### config.mk
export PLATFORM = sky130hd
export DESIGN_NAME = fss_framer
export DESIGN_NICKNAME = d
export VERILOG_FILES = /design/src/rtl/fss_pkg.sv /design/src/rtl/fss_framer.sv
export VERILOG_INCLUDE_DIRS = /design/src /design/src/rtl
export SDC_FILE = /design/constraint.sdc
export NUM_CORES = 1
export LEC_CHECK = 0
export ABC_AREA = 1
export BUFFER_PORTS_ARGS = -buffer_cell sky130_fd_sc_hd__buf_4
export CAP_MARGIN = 20
export CORE_ASPECT_RATIO = 1.25
export CORE_UTILIZATION = 25
export CTS_CLUSTER_DIAMETER = 120
export DETAILED_ROUTE_END_ITERATION = 8
export PLACE_DENSITY = 0.44
export SLEW_MARGIN = 15
export SYNTH_ARGS = -nofsm -noshare
export SYNTH_HDL_FRONTEND = slang
export SYNTH_SLANG_ARGS = --single-unit
### constraint.sdc
create_clock -name mclk -period 5.7 [get_ports mclk]
set_input_delay 0.57 -clock mclk [delete_from_list [all_inputs] [get_ports mclk]]
set_output_delay 0.57 -clock mclk [all_outputs]
set_load 0.1 [all_outputs]
### src/rtl/fss_regs.svh
// register offsets, field positions and reset values of the slot framer
`ifndef FSS_REGS_SVH
`define FSS_REGS_SVH
`define FSS_OFS_SLOT_CFG  12'h000
`define FSS_OFS_STATUS    12'h004
`define FSS_OFS_IRQ_STAT  12'h008
`define FSS_OFS_IRQ_EN    12'h00C
`define FSS_OFS_IRQ_CLR   12'h010
`define FSS_OFS_NV_COUNT  12'h014
`define FSS_OFS_CTRL_BYTE 12'h018
`define FSS_OFS_FRAME_LEN 12'h01C
`define FSS_SLOT_CFG_RST  32'h0000_0000
`define FSS_IRQ_EN_RST    4'h0
`define FSS_IRQ_CFG       0
`define FSS_IRQ_CTRL      1
`define FSS_IRQ_NVWR      2
`define FSS_IRQ_NVLIM     3
`define FSS_REC_BYTES     5
`define FSS_CTRL_BYTES    1
`define FSS_SAP_CLASS1    8'h33
`define FSS_NV_LIMIT      32'd1000000
`endif

### src/rtl/fss_pkg.sv
// types shared by the slot status framer
`default_nettype none
package fss_pkg;
    typedef enum logic [1:0] {
        FSS_SLOT_EMPTY = 2'h0,
        FSS_SLOT_AI = 2'h1,
        FSS_SLOT_TOT = 2'h2,
        FSS_SLOT_CTRL = 2'h3
    } fss_slot_t;
    typedef enum logic [1:0] {
        FSS_OK = 2'h0,
        FSS_LOW = 2'h1,
        FSS_HIGH = 2'h2,
        FSS_CONST = 2'h3
    } fss_limit_t;
    typedef enum logic [3:0] {
        FSS_Q_GOOD_OK = 4'h0,
        FSS_Q_GOOD_PARAM = 4'h1,
        FSS_Q_GOOD_WARN = 4'h2,
        FSS_Q_GOOD_ALARM = 4'h3,
        FSS_Q_UNC = 4'h4,
        FSS_Q_UNC_LAST = 4'h5,
        FSS_Q_UNC_SUBST = 4'h6,
        FSS_Q_UNC_NOSAVE = 4'h7,
        FSS_Q_UNC_INACC = 4'h8,
        FSS_Q_UNC_MANUAL = 4'h9,
        FSS_Q_BAD_NOFB = 4'hA,
        FSS_Q_BAD_DEV = 4'hB,
        FSS_Q_BAD_SENSOR = 4'hC,
        FSS_Q_BAD_NOCOMM = 4'hD,
        FSS_Q_BAD_OOS = 4'hE
    } fss_qual_t;
    // framer walk, gray coded along idle -> run -> done
    typedef enum logic [1:0] {
        FSS_ST_IDLE = 2'b00,
        FSS_ST_RUN = 2'b01,
        FSS_ST_DONE = 2'b11
    } fss_state_t;
endpackage
`default_nettype wire

### src/rtl/fss_framer.sv
// cyclic slot framer with status encoding, acyclic access and nv guard
//
// Behaviour
// - nine slots in fixed documented order
// - analog input slot sends five bytes only
// - plain totalizer sends five bytes, no outputs
// - control slot takes one output byte
// - empty slots zero bytes; trailing slots omitted
// - status low two bits carry limit; code leaves them clear for no comm, and for sensor with constant limit
// - bad quality base codes as listed
// - uncertain generic, last, substitute base codes
// - uncertain not saved, inaccurate, manual codes
// - good quality base codes as listed
// - acyclic access during cyclic exchange
// - acyclic access by slot and index
// - two class 2 service access points
// - class 1 acyclic on access point 33h
// - acyclic writes committed to nv store
`include "fss_regs.svh"
`default_nettype none
module fss_framer #(
    parameter int NSLOT = 9,
    parameter logic [31:0] NV_LIMIT = `FSS_NV_LIMIT
) (
    // clock and reset
    input wire logic mclk,
    input wire logic reset_n,
    // ahb-lite slave
    input wire logic hsel,
    input wire logic [11:0] haddr,
    input wire logic [1:0] htrans,
    input wire logic hwrite,
    input wire logic [2:0] hsize,
    input wire logic [31:0] hwdata,
    input wire logic hready,
    output logic [31:0] hrdata,
    output logic hreadyout,
    output logic hresp,
    // process values per slot (4 value bytes, quality, limit)
    input wire logic [NSLOT*32-1:0] slot_value,
    input wire logic [NSLOT*4-1:0] slot_qual,
    input wire logic [NSLOT*2-1:0] slot_limit,
    // cyclic input frame, byte stream to the master
    input wire logic frame_start,
    output logic in_valid,
    output logic [7:0] in_byte,
    output logic in_last,
    input wire logic in_ready,
    // cyclic output bytes from the master, tagged with slot
    input wire logic out_valid,
    input wire logic [3:0] out_slot,
    input wire logic [7:0] out_byte,
    output logic [7:0] ctrl_byte,
    // acyclic request from the link layer
    input wire logic acyc_valid,
    input wire logic [7:0] acyc_sap,
    input wire logic acyc_write,
    input wire logic [7:0] acyc_slot,
    input wire logic [7:0] acyc_index,
    output logic acyc_accept,
    output logic acyc_reject,
    // nonvolatile store write port
    output logic nv_we,
    output logic [7:0] nv_slot,
    output logic [7:0] nv_index,
    // interrupt
    output logic irq
);
    typedef struct packed {
        fss_pkg::fss_state_t st;
        logic [31:0] cfg;
        logic [31:0] act_cfg;
        logic [3:0] slot;
        logic [2:0] bidx;
        logic [3:0] irq_stat;
        logic [3:0] irq_en;
        logic [31:0] nv_count;
        logic [7:0] ctrl;
        logic [6:0] flen;
        logic [11:0] addr;
        logic wr;
        logic rd;
        logic [31:0] rdata;
        logic we;
        logic [7:0] nslot;
        logic [7:0] nidx;
        logic acc;
        logic rej;
    } fss_state_s_t;

    fss_state_s_t s_r, s_nxt;

    // --------------------------------------------------
    // helpers
    // --------------------------------------------------
    // slot type of configured slot k, from active configuration
    function automatic fss_pkg::fss_slot_t slot_type(input logic [31:0] c,
                                                     input logic [3:0] k);
        logic [4:0] p;
        p = {k, 1'b0};
        return fss_pkg::fss_slot_t'(c[p +: 2]);
    endfunction

    // status byte: base code plus limit qualifier
    function automatic logic [7:0] status_code(input logic [3:0] q,
                                               input logic [1:0] lim);
        logic [7:0] b;
        b = 8'h00;
        case (fss_pkg::fss_qual_t'(q))
            fss_pkg::FSS_Q_GOOD_OK: b = 8'h80;
            fss_pkg::FSS_Q_GOOD_PARAM: b = 8'h84;
            fss_pkg::FSS_Q_GOOD_WARN: b = 8'h88;
            fss_pkg::FSS_Q_GOOD_ALARM: b = 8'h8C;
            fss_pkg::FSS_Q_UNC: b = 8'h40;
            fss_pkg::FSS_Q_UNC_LAST: b = 8'h44;
            fss_pkg::FSS_Q_UNC_SUBST: b = 8'h48;
            fss_pkg::FSS_Q_UNC_NOSAVE: b = 8'h4C;
            fss_pkg::FSS_Q_UNC_INACC: b = 8'h50;
            fss_pkg::FSS_Q_UNC_MANUAL: b = 8'h60;
            fss_pkg::FSS_Q_BAD_NOFB: b = 8'h08;
            fss_pkg::FSS_Q_BAD_DEV: b = 8'h0C;
            fss_pkg::FSS_Q_BAD_SENSOR: b = 8'h10;
            fss_pkg::FSS_Q_BAD_NOCOMM: b = 8'h18;
            default: b = 8'h1C;
        endcase
        // limit in two low bits; no comm code never carries it, sensor codes have no constant case
        if (q != fss_pkg::FSS_Q_BAD_NOCOMM &&
            !(q == fss_pkg::FSS_Q_BAD_SENSOR && lim == 2'h3)) begin
            b = b | {6'h00, lim};
        end
        return b;
    endfunction

    // --------------------------------------------------
    // ahb-lite data phase and framer state
    // --------------------------------------------------
    logic [31:0] val_w;
    logic [3:0] irq_set;
    logic cur_in;
    logic [4:0] vbit;
    logic [3:0] last_w;
    logic [6:0] len_w;

    // record value of the slot currently being framed
    assign val_w = slot_value[{s_r.slot, 5'h00} +: 32];

    // last input slot ends the frame; trailing empties add nothing
    always_comb begin
        last_w = 4'h0;
        len_w = 7'h00;
        for (int k = 0; k < NSLOT; k++) begin
            if (slot_type(s_r.act_cfg, 4'(k)) == fss_pkg::FSS_SLOT_AI ||
                slot_type(s_r.act_cfg, 4'(k)) == fss_pkg::FSS_SLOT_TOT) begin
                last_w = 4'(k);
                len_w = len_w + 7'(`FSS_REC_BYTES);
            end
        end
    end

    // analog and totalizer slots carry input bytes
    assign cur_in = slot_type(s_r.act_cfg, s_r.slot) == fss_pkg::FSS_SLOT_AI
        || slot_type(s_r.act_cfg, s_r.slot) == fss_pkg::FSS_SLOT_TOT;
    assign vbit = {2'(2'h3 - s_r.bidx[1:0]), 3'h0};

    always_comb begin
        s_nxt = s_r;
        irq_set = 4'h0;
        s_nxt.we = 1'b0;
        s_nxt.acc = 1'b0;
        s_nxt.rej = 1'b0;
        // bus data phase: write lands, read data was latched
        if (s_r.wr) begin
            if (s_r.addr == `FSS_OFS_SLOT_CFG) begin
                s_nxt.cfg = hwdata;
                irq_set[`FSS_IRQ_CFG] = 1'b1;
            end else if (s_r.addr == `FSS_OFS_IRQ_EN) begin
                s_nxt.irq_en = hwdata[3:0];
            end
        end
        s_nxt.wr = 1'b0;
        s_nxt.rd = 1'b0;
        if (hsel && hready && htrans[1]) begin
            s_nxt.addr = haddr;
            s_nxt.wr = hwrite;
            s_nxt.rd = !hwrite;
            s_nxt.rdata = 32'h0000_0000;
            if (haddr == `FSS_OFS_SLOT_CFG) begin
                s_nxt.rdata = s_r.cfg;
            end else if (haddr == `FSS_OFS_STATUS) begin
                s_nxt.rdata = {28'h0, s_r.slot[1:0], s_r.st};
            end else if (haddr == `FSS_OFS_IRQ_STAT) begin
                s_nxt.rdata = {28'h0, s_r.irq_stat};
            end else if (haddr == `FSS_OFS_IRQ_EN) begin
                s_nxt.rdata = {28'h0, s_r.irq_en};
            end else if (haddr == `FSS_OFS_NV_COUNT) begin
                s_nxt.rdata = s_r.nv_count;
            end else if (haddr == `FSS_OFS_CTRL_BYTE) begin
                s_nxt.rdata = {24'h0, s_r.ctrl};
            end else if (haddr == `FSS_OFS_FRAME_LEN) begin
                s_nxt.rdata = {25'h0, s_r.flen};
            end
        end
        // frame walks slots 1..9 in fixed order
        case (s_r.st)
            fss_pkg::FSS_ST_IDLE: begin
                if (frame_start) begin
                    s_nxt.st = fss_pkg::FSS_ST_RUN;
                    s_nxt.slot = 4'h0;
                    s_nxt.bidx = 3'h0;
                end
            end
            fss_pkg::FSS_ST_RUN: begin
                if (!cur_in) begin
                    s_nxt.slot = s_r.slot + 4'h1;
                end else if (in_ready) begin
                    // five bytes per record, then next slot
                    if (s_r.bidx == 3'(`FSS_REC_BYTES - 1)) begin
                        s_nxt.bidx = 3'h0;
                        s_nxt.slot = s_r.slot + 4'h1;
                    end else begin
                        s_nxt.bidx = s_r.bidx + 3'h1;
                    end
                end
                // stop after the last input record is taken
                if (s_nxt.slot == 4'(NSLOT) || (in_last && in_ready)) begin
                    s_nxt.st = fss_pkg::FSS_ST_DONE;
                end
            end
            default: begin
                s_nxt.st = fss_pkg::FSS_ST_IDLE;
            end
        endcase
        // control slot takes its single output byte
        // bytes for any other slot type are dropped
        if (out_valid && out_slot != 4'h0 && out_slot <= 4'(NSLOT) &&
            slot_type(s_r.act_cfg, 4'(out_slot - 4'h1)) ==
            fss_pkg::FSS_SLOT_CTRL) begin
            s_nxt.ctrl = out_byte;
            irq_set[`FSS_IRQ_CTRL] = 1'b1;
        end
        // acyclic service runs beside the framer untouched
        if (acyc_valid) begin
            // two class 2 points; class 1 on 33h
            if ((acyc_sap == `FSS_SAP_CLASS1 || acyc_sap == 8'h31 ||
                 acyc_sap == 8'h32) && acyc_slot <= 8'(NSLOT)) begin
                s_nxt.acc = 1'b1;
                // each accepted write goes to the nv store
                if (acyc_write) begin
                    s_nxt.we = 1'b1;
                    s_nxt.nslot = acyc_slot;
                    s_nxt.nidx = acyc_index;
                    s_nxt.nv_count = s_r.nv_count + 32'h1;
                    irq_set[`FSS_IRQ_NVWR] = 1'b1;
                    if (s_r.nv_count + 32'h1 >= NV_LIMIT) begin
                        irq_set[`FSS_IRQ_NVLIM] = 1'b1;
                    end
                end
            end else begin
                s_nxt.rej = 1'b1;
            end
        end
        // sticky events, a set in the clear cycle wins
        if (s_r.wr && s_r.addr == `FSS_OFS_IRQ_CLR) begin
            s_nxt.irq_stat = s_r.irq_stat & ~hwdata[3:0];
        end
        s_nxt.irq_stat = s_nxt.irq_stat | irq_set;
        s_nxt.flen = len_w;
    end

    // --------------------------------------------------
    // state register
    // --------------------------------------------------
    always_ff @(posedge mclk) begin
        if (!reset_n) begin
            s_r <= '0;
            // new configuration becomes active only through reset
            s_r.act_cfg <= s_r.cfg;
            s_r.cfg <= s_r.cfg;
            s_r.irq_en <= `FSS_IRQ_EN_RST;
        end else begin
            s_r <= s_nxt;
        end
    end

    // --------------------------------------------------
    // outputs
    // --------------------------------------------------
    assign hreadyout = 1'b1;
    assign hresp = 1'b0;
    assign hrdata = s_r.rdata;
    assign in_valid = s_r.st == fss_pkg::FSS_ST_RUN && cur_in;
    // four value bytes msb first, then status byte
    assign in_byte = s_r.bidx == 3'h4 ?
        status_code(slot_qual[{s_r.slot, 2'h0} +: 4],
                    slot_limit[{s_r.slot, 1'b0} +: 2]) :
        val_w[vbit +: 8];
    assign in_last = in_valid && s_r.bidx == 3'h4 &&
        s_r.slot == last_w;
    assign ctrl_byte = s_r.ctrl;
    assign acyc_accept = s_r.acc;
    assign acyc_reject = s_r.rej;
    assign nv_we = s_r.we;
    assign nv_slot = s_r.nslot;
    assign nv_index = s_r.nidx;
    assign irq = |(s_r.irq_stat & s_r.irq_en);
endmodule
`default_nettype wire

# Yosys cells after proc, flatten, opt, wreduce, memory -nomap -nowiden
# Memories as Yosys holds them, arrays and structs flattened.
# Cells that the tools add are included.
# word_totals
register_bits,192
ramBits,0
input_bits,437
romBits,96
output_inout_bits,72
memories,1
latch_bits,0
# mem_list
name,words,word_bits,rd,rd_clocked_by_memory_dff,write_ports,line_no,text
(name not given),16,6,1,0,0,fss_framer.sv:109,case (fss_pkg::fss_qual_t'(q))
# classes
addsub,13
n_reduce_logical,42
bitwise,6
n_lt_le_gt_ge,3
div_mod_pow,0
n_shift,6
n_eq_ne,43
muxes,48
multipliers,0
# op_table
operator,n
288-bit by 10-bit variable part select with 32-bit output,1
32-bit two-way mux,5
7-bit two-way mux,11
32-bit by 6-bit variable part select with 2-bit output,2
"7-bit by 3-bit adder with 7-bit output, second input constant",8
"12-bit by 5-bit equality test with 1-bit output, second input constant",4
4-bit two-way mux,11
"12-bit by 4-bit equality test with 1-bit output, second input constant",3
36-bit by 7-bit variable part select with 4-bit output,1
"32-bit by 1-bit adder with 32-bit output, second input constant",1
"32-bit by 20-bit greater-or-equal comparator with 1-bit output, second input constant",1
32-bit by 6-bit variable part select with 8-bit output,1
"2-bit equality test, second input constant",12
"8-bit by 6-bit equality test with 1-bit output, second input constant",3
12-bit zero test,2
8-bit two-way mux,3
"2-bit by 1-bit equality test with 1-bit output, second input constant",11
18-bit by 6-bit variable part select with 2-bit output,1
17-bit two-way mux,1
7-bit case mux with 2 select lines,1
1-bit logical AND,13
1-bit logical OR,13
"12-bit by 3-bit equality test with 1-bit output, second input constant",1
3-bit AND reduction,4
other kinds (27),47

# Logic depth before layout (Yosys ltp)
# logic_depth
depth_word,19
ltp_mapped,34
depth_no_buf,34

# Least setup slack after synthesis
# No wires, ideal clock.
# synth_timing
path_kind,register to output
startpoint,reg s_r[123] (netlist bit)
endpoint,out in_byte[5]
path_stages_with_launch,10
required_time_ns,5.130
t_arrival_ns,4.789
path_slack_ns,0.341
path_cell_list,dfxtp_1 clkinv_1 buf_2 clkbuf_1 o21ai_0 o22ai_1 a22o_1 a31oi_1 inv_1 o41ai_1
# synth_via
elab_chain_len,7
# synth_lines
item,line_no,text
start: declaration,fss_framer.sv:91,"fss_state_s_t s_r, s_nxt;"
start signal: assignment,fss_framer.sv:281,s_r <= s_nxt;
"parallel branches: the longest is 6 deep, another holds 288-bit by 10-bit variable part select with 32-bit output",--,
8-bit two-way mux (*),fss_framer.sv:293,assign in_byte = s_r.bidx == 3'h4 ?
end: declaration,fss_framer.sv:46,"output logic [7:0] in_byte,"
# Mark *: on every way between the ends.

# Worst setup path in the final report
# layout_timing
startpoint,reg s_r (netlist bit s_nxt[129])
endpoint,reg s_r[71] (netlist bit)
# layout_via
elab_chain_len,17
# layout_lines
item,line_no,text
2-bit by 1-bit equality test with 1-bit output or 2-bit equality test (tied branches),"fss_framer.sv:152, fss_framer.sv:153",
1-bit logical OR (*),fss_framer.sv:152,"if (slot_type(s_r.act_cfg, 4'(k)) == fss_pkg::FSS_SLOT_AI ||"
7-bit two-way mux (*),fss_framer.sv:152,
7-bit by 3-bit adder with 7-bit output,fss_framer.sv:155,len_w = len_w + 7'(`FSS_REC_BYTES);
7-bit two-way mux (*),fss_framer.sv:152,
7-bit by 3-bit adder with 7-bit output,fss_framer.sv:155,
7-bit two-way mux (*),fss_framer.sv:152,
7-bit by 3-bit adder with 7-bit output,fss_framer.sv:155,
7-bit two-way mux (*),fss_framer.sv:152,
7-bit by 3-bit adder with 7-bit output,fss_framer.sv:155,
7-bit two-way mux (*),fss_framer.sv:152,
7-bit by 3-bit adder with 7-bit output,fss_framer.sv:155,
7-bit two-way mux (*),fss_framer.sv:152,
7-bit by 3-bit adder with 7-bit output,fss_framer.sv:155,
7-bit two-way mux (*),fss_framer.sv:152,
7-bit by 3-bit adder with 7-bit output,fss_framer.sv:155,
7-bit two-way mux (*),fss_framer.sv:152,
# Every way passes the cells marked *; elsewhere a longest branch is shown, timed or not.
# A chain may end at the register's enable or synchronous reset.

==> impl_metrics.toml <==
[die]
coreArea_um2 = 52600
start_util = 0.253
die_h_um = 260
die_area_um2 = 54100
num_io_pins = 509
std_cell_rows = 94
die_x_um = 208

[placed_design]
place_congestion = 0.941
post-dp-hpwl_mm = 49.9
port_buffers = 502
place_area_um2 = 17200

[drt]
postRouteAntennaNets = 0
drt-total-wl_mm = 63.1
wire_per_inst_um = 21.1
drt_iter0_markers = 1140
vias_per_cell = 5.04
drcViolationCount = 0
route.vias.total = 15052
firstDrtPassIters = 5

[global_routing]
grt_pass1_vias = 14659
grt_pass1_wl_mm = 92.2
grt_use_total = 0.227
grt_overflow = 0
grt_max_degree = 126
antenna_found_initial = 7

[sta]
clock_skew_ps = 9.94
rsz0062_at_grt = "no"
period_share = 0.851
slew_headroom = 0.243
report.final.slew_viol_count = 0
finalHoldViolations = 0
post-route-min-period_ps = 4850
setup_viol = 0
setup_tns_ps = 0
tightest_slew_ps = 1130
fmax_mhz = 206

[flow_run]
drv_cap = 0

[cells_and_area]
multi_input_area_um2 = 7300
drive_gt1_frac = 0.269
final_net_count = 2751
nFillCells = 5681
regArea_um2 = 4490
area_growth_syn_to_layout_pct = 34.2
fin_area_um2 = 17800

[worst_setup_path]
end_kind = "flop"
critPathKind = "reg2reg"
critical_path.max_stage_delay_ps = 410
cp.required_ps = 6050
critPathMaxFanout = 3
slowest_stage = "edfxtp_1"
cp.arrival_ps = 5200
crit_top_cell = "nand2_1"
cp-start-kind = "flop"

[power]
leakagePower_nw = 7.85
p_per_area_nw_per_um2 = 229
max-vdd-ir-drop_v = 0.000231

[yosys]
yosysUniqueCellTypes = 56
yosys.area.top_type = "dfxtp_1"
ys_top_cells_by_count = "o21ai_0, nor2_1, nand2_1"
synth_seq_cells = 192
syn_inst = 1931
synth_edf_count = 64
synth.area.top_cells = "dfxtp_1, edfxtp_1, o21ai_0"
synth-warning-count = 0
yosysMostFrequentCell = "o21ai_0"
syn_area_per_cell_um2 = 6.88
async_flop_share = 0
yosysSeqAreaShare = 0.337
synth_nets = 2383
synth_area_um2 = 13300
synth_top_area_frac = 0.193
synth_flop_cell = "dfxtp_1"

[clock_tree]
clockBufferDepth = 2
post_cts_resize_count = 0
clock-sinks = 192
cts_tree = "yes"
clkTransAtPathRegs_ps = 70
cts.htree.levels = 4
post_cts_buffers = 0
hold_buffers = 0
cts_buffers = 17
cts_root_buffer = "clkbuf_16"
clkLatencyLatePin_ps = 450

[status]
status = "finished clean"

[worst_hold_path]
worstHoldPathType = "in2reg"
worst paths after layout:
| check | from | endpoint | slack (ps) | cells past startpoint |
|---|---|---|---|---|
| hold / removal | hwdata[27] | s_r[186] | 300 | 1 |
| setup reg to reg | s_nxt[129] | s_r[71] | 850 | 33 |
| hold reg to reg | nv_slot[5] | nv_slot[5] | 460 | 2 |
| setup / recovery | s_nxt[129] | s_r[71] | 850 | 33 |
critical path, delay by kind of cell (launching register included):
kind | cells | cell delay, ps
compound gates | 1 | 230
buf+inv | 4 | 210
simple gates | 21 | 2000
fa+ha+maj | 7 | 1890
flops | 1 | 410
cell usage in the layout, fill, tap and decap left out, types with 16 or more instances in the layout:
master	synthesis	final
buf_4	59	523
o21ai_0	282	282
nor2_1	279	276
nand2_1	270	270
inv_1	153	151
nand3_1	138	138
dfxtp_1	128	125
a21oi_1	87	87
edfxtp_1	64	64
o221ai_1	60	60
xor2_1	35	35
a221oi_1	30	30
nor3_1	29	29
o22ai_1	21	21
nand4_1	18	18
nand2_2	17	17
clkbuf_16	0	17
inv_2	13	16
sequential cells by signal, indices dropped and copies added (netlist names), 8 cells and up:
register / count
ctrl_byte: 8
hrdata: 32
nv_index: 8
nv_slot: 8
s_nxt: 32
s_r: 101
cell type report:
cell class	instances	share of cell area
clock buffers	17	0.0238
diodes	5	0.000701
multi-input cells	1395	0.409
well taps	672	0.0471
inverters	170	0.0360
flip-flops and latches	192	0.252
repair buffers	523	0.220
clock inverters	15	0.0116
cell families (layout without fill, tap and decap cells):
logic type / after synthesis / after routing / share of synthesized area
other: 2 / 7 / 0.000565
adders and majority gates: 15 / 15 / 0.0141
and+or+nand+nor: 797 / 797 / 0.262
DFF: 192 / 192 / 0.337
AOI/OAI and AO/OA: 540 / 540 / 0.243
xor gates and xnor gates: 41 / 41 / 0.0281
buffers and inverters: 344 / 725 / 0.115
per-stage QoR:
stage	power (mW)	instances	hold slack, ps	setup slack (ps)	utilization
final	4.08	2989	297	849	0.339
after global routing	4.29	2987	270	403	0.339
after CTS	4.14	2984	268	817	0.339
after detailed placement	2.82	2952	449	845	0.327
after global placement	2.81	2952	445	848	0.327
after floorplan	2.30	1931	427	341	-
power breakdown:
group / switching (mW) / internal, mW / leakage [nW]
sequential: 0.0393 / 1.45 / 1.64
combinational: 0.833 / 0.454 / 5.91
clock: 0.562 / 0.741 / 0.304
total: 1.43 / 2.65 / 7.85
metal layers:
metal,global-route usage,vias to the layer above,part of all wire
met2,0.422,585,0.51
met3,0.0514,57,0.067
met5,0,-,0.00036
met4,0.0551,4,0.018
met1,0.261,7048,0.40
li1,-,7358,-
Power figures use the tool's default switching activity.
